File: config.mk
export PLATFORM = sky130hd
export DESIGN_NAME = spk_path_regs
export DESIGN_NICKNAME = d
export VERILOG_FILES = /design/src/spk_pkg.sv /design/src/spk_path_regs.sv
export SDC_FILE = /design/constraint.sdc
export NUM_CORES = 1
export LEC_CHECK = 0
export BUFFER_PORTS_ARGS = -buffer_cell sky130_fd_sc_hd__buf_2
export CAP_MARGIN = 20
export CORE_MARGIN = 2
export CORE_UTILIZATION = 40
export DETAILED_ROUTE_END_ITERATION = 10
export PLACE_DENSITY_LB_ADDON = 0.2
export SYNTH_ARGS = -nofsm -noshare
export SYNTH_HDL_FRONTEND = slang
export SYNTH_SLANG_ARGS = --single-unit
File: constraint.sdc
create_clock -name core_clk -period 2.45 [get_ports core_clk]
set_clock_uncertainty 0.1 [all_clocks]
set_input_delay 0.49 -clock core_clk [delete_from_list [all_inputs] [get_ports core_clk]]
set_output_delay 0.49 -clock core_clk [all_outputs]
set_load 0.01 [all_outputs]
File: src/spk_pkg.sv
// register map, field positions and reset values of the speaker path control bank
`default_nettype none
package spk_pkg;

	localparam int ADDR_W = 7;
	localparam int DATA_W = 16;

	// register offsets
	localparam logic [6:0] OFS_REF_CTRL = 7'h04;
	localparam logic [6:0] OFS_MIXER    = 7'h07;
	localparam logic [6:0] OFS_POP      = 7'h08;
	localparam logic [6:0] OFS_BOOST    = 7'h09;
	localparam logic [6:0] OFS_CLASS    = 7'h0A;
	localparam logic [6:0] OFS_POWER    = 7'h0B;

	// reference control
	localparam int BIT_REF_BUF_EN = 5;

	// analogue input mixer
	localparam int BIT_CONV_PATH_EN = 4;
	localparam int BIT_IN_B_ATTEN   = 3;
	localparam int BIT_IN_B_PATH_EN = 2;
	localparam int BIT_IN_A_ATTEN   = 1;
	localparam int BIT_IN_A_PATH_EN = 0;

	// output pop suppression
	localparam int BIT_LINE_DISCHARGE = 2;
	localparam int BIT_CLAMP_RES_SEL  = 1;
	localparam int BIT_LINE_CLAMP     = 0;

	// speaker boost gain
	localparam int DC_BOOST_LSB = 3;
	localparam int AC_BOOST_LSB = 0;
	localparam int BOOST_W      = 3;
	localparam logic [2:0] BOOST_RESET   = 3'h3;
	localparam logic [2:0] BOOST_MAX     = 3'h5;
	localparam logic [2:0] BOOST_UNITY   = 3'h0;

	// speaker class select
	localparam int BIT_CLASS_SEL = 6;
	localparam int BIT_POP_A     = 4;
	localparam int BIT_POP_B     = 3;

	// power and thermal
	localparam int BIT_THERM_SHUT_EN = 8;
	localparam int BIT_THERM_SENS_EN = 7;
	localparam int BIT_TEMP_STATUS   = 6;
	localparam int BIT_LINE_OUT_EN   = 4;
	localparam int BIT_SPK_GAIN_EN   = 2;
	localparam int BIT_SPK_OUT_EN    = 1;
	localparam int BIT_CONV_EN       = 0;

	// class select encoding
	localparam logic CLASS_SWITCHING = 1'b0;
	localparam logic CLASS_LINEAR    = 1'b1;

	// reset values of single-bit controls and the zero read word
	localparam logic POP_RESET      = 1'b1;
	localparam logic THERM_RESET    = 1'b1;
	localparam logic CTRL_OFF_RESET = 1'b0;
	localparam logic [15:0] RD_ZERO = 16'h0000;

endpackage
`default_nettype wire

File: src/spk_path_regs.sv
// speaker path control register bank with derived analogue control levels
`timescale 1ns/10ps
`default_nettype none

module spk_path_regs #(
	parameter int ADDR_W = spk_pkg::ADDR_W,
	parameter int DATA_W = spk_pkg::DATA_W
) (
	input  wire logic              core_clk,
	input  wire logic              reset,
	input  wire logic              reg_wr_en,
	input  wire logic              reg_rd_en,
	input  wire logic [ADDR_W-1:0] reg_addr,
	input  wire logic [DATA_W-1:0] reg_wr_data,
	output var  logic [DATA_W-1:0] reg_rd_data,
	output var  logic              reg_rd_valid,
	input  wire logic              over_temp,
	output var  logic              reference_buffer_en,
	output var  logic              converter_path_en,
	output var  logic              input_a_path_en,
	output var  logic              input_b_path_en,
	output var  logic              input_a_atten,
	output var  logic              input_b_atten,
	output var  logic              line_output_discharge,
	output var  logic              line_clamp_active,
	output var  logic              clamp_res_low,
	output var  logic [2:0]        speaker_dc_boost,
	output var  logic [2:0]        speaker_ac_boost,
	output var  logic              speaker_class_sel,
	output var  logic              pop_suppress_a,
	output var  logic              pop_suppress_b,
	output var  logic              thermal_sensor_en,
	output var  logic              temp_status,
	output var  logic              thermal_trip,
	output var  logic              line_output_en,
	output var  logic              speaker_gain_stage_en,
	output var  logic              speaker_output_en,
	output var  logic              converter_en
);

	// programmed register state
	logic       ref_buf_r;
	logic       conv_path_r;
	logic       in_a_en_r;
	logic       in_b_en_r;
	logic       in_a_att_r;
	logic       in_b_att_r;
	logic       discharge_r;
	logic       clamp_res_r;
	logic       clamp_r;
	logic [2:0] dc_boost_r;
	logic [2:0] ac_boost_r;
	logic       class_r;
	logic       pop_a_r;
	logic       pop_b_r;
	logic       shut_en_r;
	logic       sens_en_r;
	logic       line_en_r;
	logic       gain_en_r;
	logic       spk_en_r;
	logic       conv_en_r;

	logic       temp_nxt;
	logic       trip_nxt;
	logic       wr_ref;
	logic       wr_mix;
	logic       wr_pop;
	logic       wr_boost;
	logic       wr_class;
	logic       wr_power;
	logic [DATA_W-1:0] rd_nxt;

	// reserved boost codes fall back to unity so an illegal write never raises gain
	function automatic logic [2:0] boost_code(input logic [2:0] code);
		if (code > spk_pkg::BOOST_MAX) begin
			boost_code = spk_pkg::BOOST_UNITY;
		end else begin
			boost_code = code;
		end
	endfunction

	function automatic logic hit(input logic [ADDR_W-1:0] a, input logic [6:0] ofs);
		hit = (a == ADDR_W'(ofs));
	endfunction

	function automatic logic [DATA_W-1:0] zero_word();
		zero_word = DATA_W'(spk_pkg::RD_ZERO);
	endfunction

	assign wr_ref   = reg_wr_en && hit(reg_addr, spk_pkg::OFS_REF_CTRL);
	assign wr_mix   = reg_wr_en && hit(reg_addr, spk_pkg::OFS_MIXER);
	assign wr_pop   = reg_wr_en && hit(reg_addr, spk_pkg::OFS_POP);
	assign wr_boost = reg_wr_en && hit(reg_addr, spk_pkg::OFS_BOOST);
	assign wr_class = reg_wr_en && hit(reg_addr, spk_pkg::OFS_CLASS);
	assign wr_power = reg_wr_en && hit(reg_addr, spk_pkg::OFS_POWER);

	// reference control
	always_ff @(posedge core_clk) begin
		if (reset) begin
			ref_buf_r <= spk_pkg::CTRL_OFF_RESET;
		end else if (wr_ref) begin
			ref_buf_r <= reg_wr_data[spk_pkg::BIT_REF_BUF_EN];
		end
	end

	// input mixer
	always_ff @(posedge core_clk) begin
		if (reset) begin
			conv_path_r <= spk_pkg::CTRL_OFF_RESET;
			in_a_en_r   <= spk_pkg::CTRL_OFF_RESET;
			in_b_en_r   <= spk_pkg::CTRL_OFF_RESET;
			in_a_att_r  <= spk_pkg::CTRL_OFF_RESET;
			in_b_att_r  <= spk_pkg::CTRL_OFF_RESET;
		end else if (wr_mix) begin
			conv_path_r <= reg_wr_data[spk_pkg::BIT_CONV_PATH_EN];
			in_a_en_r   <= reg_wr_data[spk_pkg::BIT_IN_A_PATH_EN];
			in_b_en_r   <= reg_wr_data[spk_pkg::BIT_IN_B_PATH_EN];
			in_a_att_r  <= reg_wr_data[spk_pkg::BIT_IN_A_ATTEN];
			in_b_att_r  <= reg_wr_data[spk_pkg::BIT_IN_B_ATTEN];
		end
	end

	// line output anti-pop
	always_ff @(posedge core_clk) begin
		if (reset) begin
			discharge_r <= spk_pkg::CTRL_OFF_RESET;
			clamp_res_r <= spk_pkg::CTRL_OFF_RESET;
			clamp_r     <= spk_pkg::CTRL_OFF_RESET;
		end else if (wr_pop) begin
			discharge_r <= reg_wr_data[spk_pkg::BIT_LINE_DISCHARGE];
			clamp_res_r <= reg_wr_data[spk_pkg::BIT_CLAMP_RES_SEL];
			clamp_r     <= reg_wr_data[spk_pkg::BIT_LINE_CLAMP];
		end
	end

	// speaker boost; raw codes are stored so reads return what was written
	always_ff @(posedge core_clk) begin
		if (reset) begin
			dc_boost_r <= spk_pkg::BOOST_RESET;
			ac_boost_r <= spk_pkg::BOOST_RESET;
		end else if (wr_boost) begin
			dc_boost_r <= reg_wr_data[spk_pkg::DC_BOOST_LSB +: spk_pkg::BOOST_W];
			ac_boost_r <= reg_wr_data[spk_pkg::AC_BOOST_LSB +: spk_pkg::BOOST_W];
		end
	end

	// speaker class and pop suppression bits
	always_ff @(posedge core_clk) begin
		if (reset) begin
			class_r <= spk_pkg::CLASS_SWITCHING;
			pop_a_r <= spk_pkg::POP_RESET;
			pop_b_r <= spk_pkg::POP_RESET;
		end else if (wr_class) begin
			class_r <= reg_wr_data[spk_pkg::BIT_CLASS_SEL];
			pop_a_r <= reg_wr_data[spk_pkg::BIT_POP_A];
			pop_b_r <= reg_wr_data[spk_pkg::BIT_POP_B];
		end
	end

	// power and thermal; the status bit has no storage so writes cannot touch it
	always_ff @(posedge core_clk) begin
		if (reset) begin
			shut_en_r <= spk_pkg::THERM_RESET;
			sens_en_r <= spk_pkg::THERM_RESET;
			line_en_r <= spk_pkg::CTRL_OFF_RESET;
			gain_en_r <= spk_pkg::CTRL_OFF_RESET;
			spk_en_r  <= spk_pkg::CTRL_OFF_RESET;
			conv_en_r <= spk_pkg::CTRL_OFF_RESET;
		end else if (wr_power) begin
			shut_en_r <= reg_wr_data[spk_pkg::BIT_THERM_SHUT_EN];
			sens_en_r <= reg_wr_data[spk_pkg::BIT_THERM_SENS_EN];
			line_en_r <= reg_wr_data[spk_pkg::BIT_LINE_OUT_EN];
			gain_en_r <= reg_wr_data[spk_pkg::BIT_SPK_GAIN_EN];
			spk_en_r  <= reg_wr_data[spk_pkg::BIT_SPK_OUT_EN];
			conv_en_r <= reg_wr_data[spk_pkg::BIT_CONV_EN];
		end
	end

	// a disabled sensor reports nothing, so status and trip both need it
	assign temp_nxt = sens_en_r & over_temp;
	assign trip_nxt = shut_en_r & temp_nxt;

	// read mux; unmapped offsets and unlisted bits read zero
	always_comb begin
		rd_nxt = zero_word();
		case (reg_addr)
			ADDR_W'(spk_pkg::OFS_REF_CTRL): begin
				rd_nxt[spk_pkg::BIT_REF_BUF_EN] = ref_buf_r;
			end
			ADDR_W'(spk_pkg::OFS_MIXER): begin
				rd_nxt[spk_pkg::BIT_CONV_PATH_EN] = conv_path_r;
				rd_nxt[spk_pkg::BIT_IN_B_ATTEN]   = in_b_att_r;
				rd_nxt[spk_pkg::BIT_IN_B_PATH_EN] = in_b_en_r;
				rd_nxt[spk_pkg::BIT_IN_A_ATTEN]   = in_a_att_r;
				rd_nxt[spk_pkg::BIT_IN_A_PATH_EN] = in_a_en_r;
			end
			ADDR_W'(spk_pkg::OFS_POP): begin
				rd_nxt[spk_pkg::BIT_LINE_DISCHARGE] = discharge_r;
				rd_nxt[spk_pkg::BIT_CLAMP_RES_SEL]  = clamp_res_r;
				rd_nxt[spk_pkg::BIT_LINE_CLAMP]     = clamp_r;
			end
			ADDR_W'(spk_pkg::OFS_BOOST): begin
				rd_nxt[spk_pkg::DC_BOOST_LSB +: spk_pkg::BOOST_W] = dc_boost_r;
				rd_nxt[spk_pkg::AC_BOOST_LSB +: spk_pkg::BOOST_W] = ac_boost_r;
			end
			ADDR_W'(spk_pkg::OFS_CLASS): begin
				rd_nxt[spk_pkg::BIT_CLASS_SEL] = class_r;
				rd_nxt[spk_pkg::BIT_POP_A]     = pop_a_r;
				rd_nxt[spk_pkg::BIT_POP_B]     = pop_b_r;
			end
			ADDR_W'(spk_pkg::OFS_POWER): begin
				rd_nxt[spk_pkg::BIT_THERM_SHUT_EN] = shut_en_r;
				rd_nxt[spk_pkg::BIT_THERM_SENS_EN] = sens_en_r;
				rd_nxt[spk_pkg::BIT_TEMP_STATUS]   = temp_nxt;
				rd_nxt[spk_pkg::BIT_LINE_OUT_EN]   = line_en_r;
				rd_nxt[spk_pkg::BIT_SPK_GAIN_EN]   = gain_en_r;
				rd_nxt[spk_pkg::BIT_SPK_OUT_EN]    = spk_en_r;
				rd_nxt[spk_pkg::BIT_CONV_EN]       = conv_en_r;
			end
			default: begin
				rd_nxt = zero_word();
			end
		endcase
	end

	// read port
	always_ff @(posedge core_clk) begin
		if (reset) begin
			reg_rd_data  <= zero_word();
			reg_rd_valid <= spk_pkg::CTRL_OFF_RESET;
		end else begin
			reg_rd_valid <= reg_rd_en;
			if (reg_rd_en) begin
				reg_rd_data <= rd_nxt;
			end
		end
	end

	// plain control levels
	always_ff @(posedge core_clk) begin
		if (reset) begin
			reference_buffer_en <= spk_pkg::CTRL_OFF_RESET;
			converter_path_en   <= spk_pkg::CTRL_OFF_RESET;
			input_a_path_en     <= spk_pkg::CTRL_OFF_RESET;
			input_b_path_en     <= spk_pkg::CTRL_OFF_RESET;
			input_a_atten       <= spk_pkg::CTRL_OFF_RESET;
			input_b_atten       <= spk_pkg::CTRL_OFF_RESET;
			line_output_discharge <= spk_pkg::CTRL_OFF_RESET;
			speaker_class_sel   <= spk_pkg::CLASS_SWITCHING;
			thermal_sensor_en   <= spk_pkg::THERM_RESET;
			converter_en        <= spk_pkg::CTRL_OFF_RESET;
			speaker_gain_stage_en <= spk_pkg::CTRL_OFF_RESET;
		end else begin
			reference_buffer_en <= ref_buf_r;
			converter_path_en   <= conv_path_r;
			input_a_path_en     <= in_a_en_r;
			input_b_path_en     <= in_b_en_r;
			input_a_atten       <= in_a_att_r;
			input_b_atten       <= in_b_att_r;
			line_output_discharge <= discharge_r;
			speaker_class_sel   <= class_r;
			thermal_sensor_en   <= sens_en_r;
			converter_en        <= conv_en_r;
			speaker_gain_stage_en <= gain_en_r;
		end
	end

	// line clamp qualification; the clamp is meaningless without the buffered reference
	always_ff @(posedge core_clk) begin
		if (reset) begin
			line_clamp_active <= spk_pkg::CTRL_OFF_RESET;
			clamp_res_low     <= spk_pkg::CTRL_OFF_RESET;
		end else begin
			line_clamp_active <= clamp_r & ~line_en_r & ref_buf_r;
			clamp_res_low     <= clamp_res_r & ~line_en_r & clamp_r;
		end
	end

	// boost codes as applied to the amplifier
	always_ff @(posedge core_clk) begin
		if (reset) begin
			speaker_dc_boost <= spk_pkg::BOOST_RESET;
			speaker_ac_boost <= spk_pkg::BOOST_RESET;
		end else begin
			speaker_dc_boost <= boost_code(dc_boost_r);
			speaker_ac_boost <= boost_code(ac_boost_r);
		end
	end

	// pop suppression: automatic in switching mode, register driven in linear mode
	always_ff @(posedge core_clk) begin
		if (reset) begin
			pop_suppress_a <= spk_pkg::POP_RESET;
			pop_suppress_b <= spk_pkg::POP_RESET;
		end else if (class_r == spk_pkg::CLASS_SWITCHING) begin
			pop_suppress_a <= ~spk_en_r;
			pop_suppress_b <= ~spk_en_r;
		end else begin
			pop_suppress_a <= pop_a_r;
			pop_suppress_b <= pop_b_r;
		end
	end

	// thermal status and gated output enables
	always_ff @(posedge core_clk) begin
		if (reset) begin
			temp_status       <= spk_pkg::CTRL_OFF_RESET;
			thermal_trip      <= spk_pkg::CTRL_OFF_RESET;
			line_output_en    <= spk_pkg::CTRL_OFF_RESET;
			speaker_output_en <= spk_pkg::CTRL_OFF_RESET;
		end else begin
			temp_status       <= temp_nxt;
			thermal_trip      <= trip_nxt;
			line_output_en    <= line_en_r & ~trip_nxt;
			speaker_output_en <= spk_en_r & ~trip_nxt;
		end
	end

endmodule

`default_nettype wire

==> run metrics, run 1 <==
count of flip-flops with a built-in enable after synthesis 0; Multi-input gate area 967 sq um; pre-CTS worst setup slack 470 ps; net switching power 0.421 mW; root buffer selected by CTS sky130_fd_sc_hd__clkbuf_8; CP Capture Point conv_path_r; Util after Layout 49.9%; launching element type of the critical path input pin; number of buffers inserted for hold repair after clock tree synthesis 0; Initial DRC Count 86; antenna violations before repair 0; post-cts sizing count 0; final estimated routing congestion in global placement 0.791; synthesized cell area 2270 sq um; register area share after synthesis 52.1%; cell types with the largest area share after synthesis sky130_fd_sc_hd__dfxtp_1, sky130_fd_sc_hd__mux2i_1, sky130_fd_sc_hd__nor2_1; core box area 5510 sq um; DRC Markers 0; area share of fa/ha/maj cells after synthesis 0%; xor and xnor area share after synthesis 0%; Largest delay share family, worst path simple AND/OR/NAND/NOR gates; count of final hold-check violations 0; top-level I/O count 70; post-layout minimum cycle time 1640 ps; sw frac 22.9%; setup total negative slack 0 ps; result of the run completed; count of inserted antenna diode cells 0; end of the worst register-to-register path reg_rd_data[4]; Antenna Nets Post-Route 0; length in cells of the worst reg-to-reg path 3; compound-cell area share of the yosys netlist 13.5%; largest family of logic cells by synthesized area simple AND/OR/NAND/NOR gates; number of placement rows 27; overflow left after global routing 0; Tot GR Track Use 16.4%; Placed Cells 349; portion of total power attributed to combinational logic 5.4%; Avg Synthesized Cell Area 9.86 sq um; area overhead of the layout relative to synthesis 21.2%; RSZ-0062 raised after global routing no; x dimension of the die 79.3 microns; synthesized flop and latch total 59; share of post-route cells with drive strength above 1 26.6%; largest driver fanout on the critical path 10; Slowest cell on crit path sky130_fd_sc_hd__and4_1; largest net degree at the start of global routing 21; P per Cell Area 670 nW/um^2; endpoint arrival time on the critical path 1760 ps; top_reg_cell synth sky130_fd_sc_hd__dfxtp_1; startpoint of the most critical setup path reg_addr[5]; FF-to-FF Start line_en_r; clock tree from TritonCTS built; total of fill cells in the finished design 543; final max-slew violation count 0; Max Freq 610 MHz; clk slew on worst S/H paths 60 ps; power share of the clock group 42.1%; data required time at the worst endpoint 2570 ps; routed wire length per instance 13.2 microns; number of cells produced by synthesis 230; height of the die 79.3 microns; cell breakdown of the critical path buf_2, nor3_4, and4_1, mux2i_1, nor2_1; Crit path buffers/inverters 1; ratio of final minimum period to clock period 66.9%; Hold Path Class input pin to flop; sequential standard cell area 1180 sq um; Register-to-Register Setup Slack 1370 ps; proportion of synthesized flip-flops having asynchronous set or reset 0%; area share of the largest cell type after synthesis 52.1%; non-filler instance count after layout 365; dpl hpwl 3.47 mm; library cell occupying the most area in the post-synthesis netlist sky130_fd_sc_hd__dfxtp_1; overall via count from detail_route 1774; Worst IR Drop VDD 0.304 mV; multiplexer share of the synthesized area 5.30%; Avg Vias per Cell 4.86; number of global-route vias before repair 1650; number of buffers between clock root and the deepest sink 2; CP max stage delay 460 ps; post-route total power 1.84 mW; Port Buffer Count 55; cell-internal power 1.42 mW; Detailed Routing Iterations Pass 1 4; total die area 6290 sq um; number of clock sinks 59; synth warn 0; source of the worst hold timing path over_temp; total clock buffers created by CTS 9; number of max-cap violations 0; number of setup violations in the final report 0; final routed wirelength across all metal layers 4.83 mm; final net count 316; critical setup path kind input pin to flop; share of synthesized cell area in and, or, nand and nor gates 22.7%; global-route wire length before repair 7.72 mm; final worst setup slack 812 ps; initial cell density of the core 41.2%; cell with the most instances after synthesis sky130_fd_sc_hd__dfxtp_1; critical path depth in cells 5; top post-synthesis cells by count sky130_fd_sc_hd__dfxtp_1, sky130_fd_sc_hd__nor2_1, sky130_fd_sc_hd__nor2b_1; worst-skew pair later-pin latency 330 ps; Distinct cells, synth 38; number of setup buffers added after CTS 0; CTS HTree Levels 3; cell leakage power 1.27 nW; endpoint class of the critical path flop; share of power burned in registers 52.6%
==> kinds of logic (layout without fill, tap and decap cells) <==
| logic type | Yosys count | after routing |
|---|---|---|
| buf+inv | 26 | 83 |
| flops | 59 | 59 |
| mux | 12 | 12 |
| simple gates | 91 | 91 |
| other cells | 1 | 7 |
| compound gates | 41 | 41 |
==> how the worst min path moves through the flow <==
| stage | to | slack [ps] | cells after the start |
|---|---|---|---|
| 2_1_floorplan | input_b_path_en | 340 | 2 |
| 3_3_place_gp | reg_rd_data[1] | 320 | 2 |
| 3_5_place_dp | reg_rd_data[0] | 330 | 2 |
| 4_1_cts | temp_status | 300 | 3 |
| 5_1_grt | temp_status | 310 | 3 |
| 6_report | temp_status | 310 | 3 |
==> sequential cells by signal (all words and copies together), names as in the netlist, 3 cells and up <==
| signal | count |
|---|---|
| speaker_ac_boost | 3 |
| ac_boost_r | 3 |
| reg_rd_data | 9 |
| dc_boost_r | 3 |
| speaker_dc_boost | 3 |
==> layout by cell type (no fill, tap or decap), drive strengths merged, types with 2 or more instances in the layout <==
| master | n |
|---|---|
| buf | 60 |
| dfxtp | 59 |
| nor2 | 26 |
| nor2b | 14 |
| clkbuf | 14 |
| mux2i | 12 |
| nand2 | 11 |
| a21o | 9 |
| a22o | 9 |
| a21oi | 8 |
| inv | 7 |
| conb | 7 |
| nor3 | 7 |
| nand2b | 6 |
| nand3 | 6 |
| nand4 | 6 |
| and2 | 5 |
| a211o | 4 |
| nor3b | 3 |
| a22oi | 3 |
| o21ai | 2 |
| nor4bb | 2 |
| a311oi | 2 |
| clkinv | 2 |
==> area by class of cell <==
class / count / area share [%]
flip-flops and latches: 59 / 42.9
multi-input cells: 151 / 35.2
repair buffers: 60 / 11.4
clock buffers: 14 / 5.91
well taps: 72 / 3.28
inverters: 7 / 0.955
clock inverters: 2 / 0.364
==> worst register-to-register path, delay by kind of cell (launching register included) <==
kind            cells  cell delay, ps
simple gates        1              70
compound gates      2             420
flops               1             410
==> layer usage <==
metal | up-vias | track usage [%] | part of all wire [%]
li1 | 902 | - | -
met2 | 50 | 24.4 | 44
met3 | 6 | 5.57 | 5.6
met4 | 0 | 8.28 | 1.9
met5 | - | 0 | 0
met1 | 816 | 21.2 | 48
==> power by group through the flow <==
stage / clock network (mW) / logic, mW / registers, mW
final: 0.775 / 0.0985 / 0.968
after global routing: 0.849 / 0.109 / 0.968
after CTS: 0.795 / 0.0988 / 0.968
after detailed placement: 0 / 0.0985 / 0.989
after global placement: 0 / 0.0977 / 0.989
after floorplan: 0 / 0.0619 / 0.991
==> through the flow <==
step,hold slack (ps),cell area [sq um]
6_report,310,2750
5_1_grt,307,2750
4_1_cts,296,2750
3_5_place_dp,327,2580
3_3_place_gp,321,2580
2_1_floorplan,336,2290
Power figures use the tool's default switching activity.
==> run 2, diff against run 1 <==
--- a/config.mk
+++ b/config.mk
@@ -5,6 +5,7 @@
 export SDC_FILE = /design/constraint.sdc
 export NUM_CORES = 1
 export LEC_CHECK = 0
+export ABC_AREA = 1
 export BUFFER_PORTS_ARGS = -buffer_cell sky130_fd_sc_hd__buf_2
 export CAP_MARGIN = 20
 export CORE_MARGIN = 2
==> constraint.sdc (replaced) <==
create_clock -name core_clk -period 1.7 [get_ports core_clk]
set_clock_uncertainty 0.1 [all_clocks]
set_input_delay 0.34 -clock core_clk [delete_from_list [all_inputs] [get_ports core_clk]]
set_output_delay 0.34 -clock core_clk [all_outputs]
set_load 0.01 [all_outputs]
==> run 2 against run 1 <==
Against the previous run: hold slack worse by 180 ps; global-route usage is 1.2 points higher; non-clock buffer count up 4; sequential share of layout area shrank 1.5 points; synthesized cell count is 23% higher; critical endpoint is now reg_rd_data[1]; largest cell class unchanged; largest power group unchanged; highest routed layer unchanged.
==> run metrics, run 2 <==
number of max-cap violations 0; Slowest cell on crit path sky130_fd_sc_hd__dfxtp_1; share of post-route cells with drive strength above 1 30.1%; number of setup violations in the final report 0; P per Cell Area 983 nW/um^2; xor and xnor area share after synthesis 0%; area share of the largest cell type after synthesis 51.2%; number of placement rows 27; Worst IR Drop VDD 0.581 mV; compound-cell area share of the yosys netlist 15.8%; largest net degree at the start of global routing 32; Avg Vias per Cell 4.52; cell breakdown of the critical path buf_2; Distinct cells, synth 27; CTS HTree Levels 3; Largest delay share family, worst path flip-flops; final net count 375; clock tree from TritonCTS built; global-route wire length before repair 8.39 mm; DRC Markers 0; routed wire length per instance 12.0 microns; launching element type of the critical path flop; overall via count from detail_route 1915; total clock buffers created by CTS 9; post-layout minimum cycle time 1230 ps; x dimension of the die 80.0 microns; overflow left after global routing 0; register area share after synthesis 51.2%; number of flip-flops under the largest register name 9; finished layout cell area 2850 sq um; Top reg by flops reg_rd_data; clk slew on worst S/H paths 70 ps; commonest cells after routing, fill and taps aside sky130_fd_sc_hd__dfxtp_1, sky130_fd_sc_hd__buf_2, sky130_fd_sc_hd__inv_1, sky130_fd_sc_hd__nand2_1, sky130_fd_sc_hd__nor2_1; RSZ-0062 raised after global routing no; Detailed Routing Iterations Pass 1 4; proportion of synthesized flip-flops having asynchronous set or reset 0%; Placed Cells 408; Crit path buffers/inverters 1; Max Freq 814 MHz; largest family of logic cells by synthesized area simple AND/OR/NAND/NOR gates; synthesized cell area 2310 sq um; core box area 5540 sq um; cell with the most instances after synthesis sky130_fd_sc_hd__dfxtp_1; initial cell density of the core 41.7%; total of fill cells in the finished design 580; number of cells produced by synthesis 283; synthesized flop and latch total 59; Avg Synthesized Cell Area 8.16 sq um; Antenna Nets Post-Route 0; area share of fa/ha/maj cells after synthesis 0%; Hold Path Class input pin to flop; Tot GR Track Use 17.6%; non-filler instance count after layout 424; Initial DRC Count 124; multiplexer share of the synthesized area 0%; count of inserted antenna diode cells 0; dpl hpwl 3.66 mm; number of setup buffers added after CTS 0; endpoint arrival time on the critical path 790 ps; data required time at the worst endpoint 1260 ps; leading cell type in the layout, fill and taps excluded sky130_fd_sc_hd__dfxtp_1; number of global-route vias before repair 1777; total die area 6400 sq um; library cell occupying the most area in the post-synthesis netlist sky130_fd_sc_hd__dfxtp_1; number of buffers between clock root and the deepest sink 2; largest driver fanout on the critical path 2; CP max stage delay 330 ps; area overhead of the layout relative to synthesis 23.4%; result of the run completed; root buffer selected by CTS sky130_fd_sc_hd__clkbuf_8; final estimated routing congestion in global placement 0.808; worst hold slack 126 ps; final routed wirelength across all metal layers 5.11 mm; setup total negative slack 0 ps; critical setup path kind flop to output port; endpoint class of the critical path output port; ratio of final minimum period to clock period 72.3%; count of final hold-check violations 0; top_reg_cell synth sky130_fd_sc_hd__dfxtp_1; count of flip-flops with a built-in enable after synthesis 0; number of clock sinks 59; share of synthesized cell area in and, or, nand and nor gates 21.6%; final max-slew violation count 0; synth warn 0; number of buffers inserted for hold repair after clock tree synthesis 0; Port Buffer Count 55; top-level I/O count 70; Area after DPL 2660 sq um; worst-skew pair later-pin latency 340 ps; cell types with the largest area share after synthesis sky130_fd_sc_hd__dfxtp_1, sky130_fd_sc_hd__inv_1, sky130_fd_sc_hd__nand2_1; post-cts sizing count 0; cell leakage power 1.39 nW; top post-synthesis cells by count sky130_fd_sc_hd__dfxtp_1, sky130_fd_sc_hd__inv_1, sky130_fd_sc_hd__nand2_1; height of the die 80.0 microns; antenna violations before repair 0
[run 2: cell count changes after synthesis, sizes merged, moves of 14 or more]
cell / previous run / this run
nor2b: 14 / 0
nand2: 11 / 41
a21oi: 8 / 26
o21ai: 2 / 34
inv: 7 / 40
nand3: 6 / 22
[run 2: report_power, final]
group / total [mW] / internal [mW] / switching (mW)
sequential: 1.40 / 1.40 / 0.00590
combinational: 0.163 / 0.0542 / 0.109
clock: 1.24 / 0.670 / 0.566
[run 2: cell type report]
| class | count | area [sq um] | area share, % |
|---|---|---|---|
| clock buffers | 9 | 124 | 4.35 |
| clock inverters | 7 | 68.8 | 2.42 |
| inverters | 40 | 150 | 5.27 |
| multi-input cells | 173 | 891 | 31.3 |
| flip-flops and latches | 59 | 1180 | 41.5 |
| well taps | 72 | 90.1 | 3.16 |
| repair buffers | 64 | 343 | 12.0 |
[run 2: worst reg2reg max path: cells and delay by family, from the launching register on]
family           cells  cell delay [ps]
DFF                  1              360
and+or+nand+nor      2              480
[run 2: logic make-up after synthesis]
group | Yosys count
DFF | 59
buffers and inverters | 57
other | 1
and+or+nand+nor | 100
AOI/OAI and AO/OA | 66
[run 2: per-stage QoR]
stage	power (mW)	setup WS, ps	utilization (%)
finish	2.80	471	51.4
global route	2.90	377	51.4
CTS	2.83	452	51.4
detailed placement	1.60	150	47.9
global placement	1.60	164	47.9
floorplan	1.54	405	-
[run 2: worst paths after layout]
| kind | to | slack [ps] | startpoint | cells after the start |
|---|---|---|---|---|
| setup / recovery | reg_rd_data[1] | 470 | reg_rd_data[1] | 1 |
| hold reg to reg | input_b_atten | 360 | in_b_att_r | 2 |
| setup reg to reg | line_clamp_active | 700 | line_en_r | 2 |
| hold / removal | shut_en_r | 130 | reg_wr_data[8] | 3 |
[run 2: layer usage]
metal | part of all wire (%) | routed length, microns | GRT usage (%) | up-vias
li1 | - | - | - | 1028
met1 | 50 | 2530 | 23.6 | 827
met2 | 43 | 2180 | 25.8 | 51
met3 | 5.9 | 299 | 4.52 | 9
met4 | 1.8 | 92 | 9.15 | 0
met5 | 0 | 0 | 0 | -
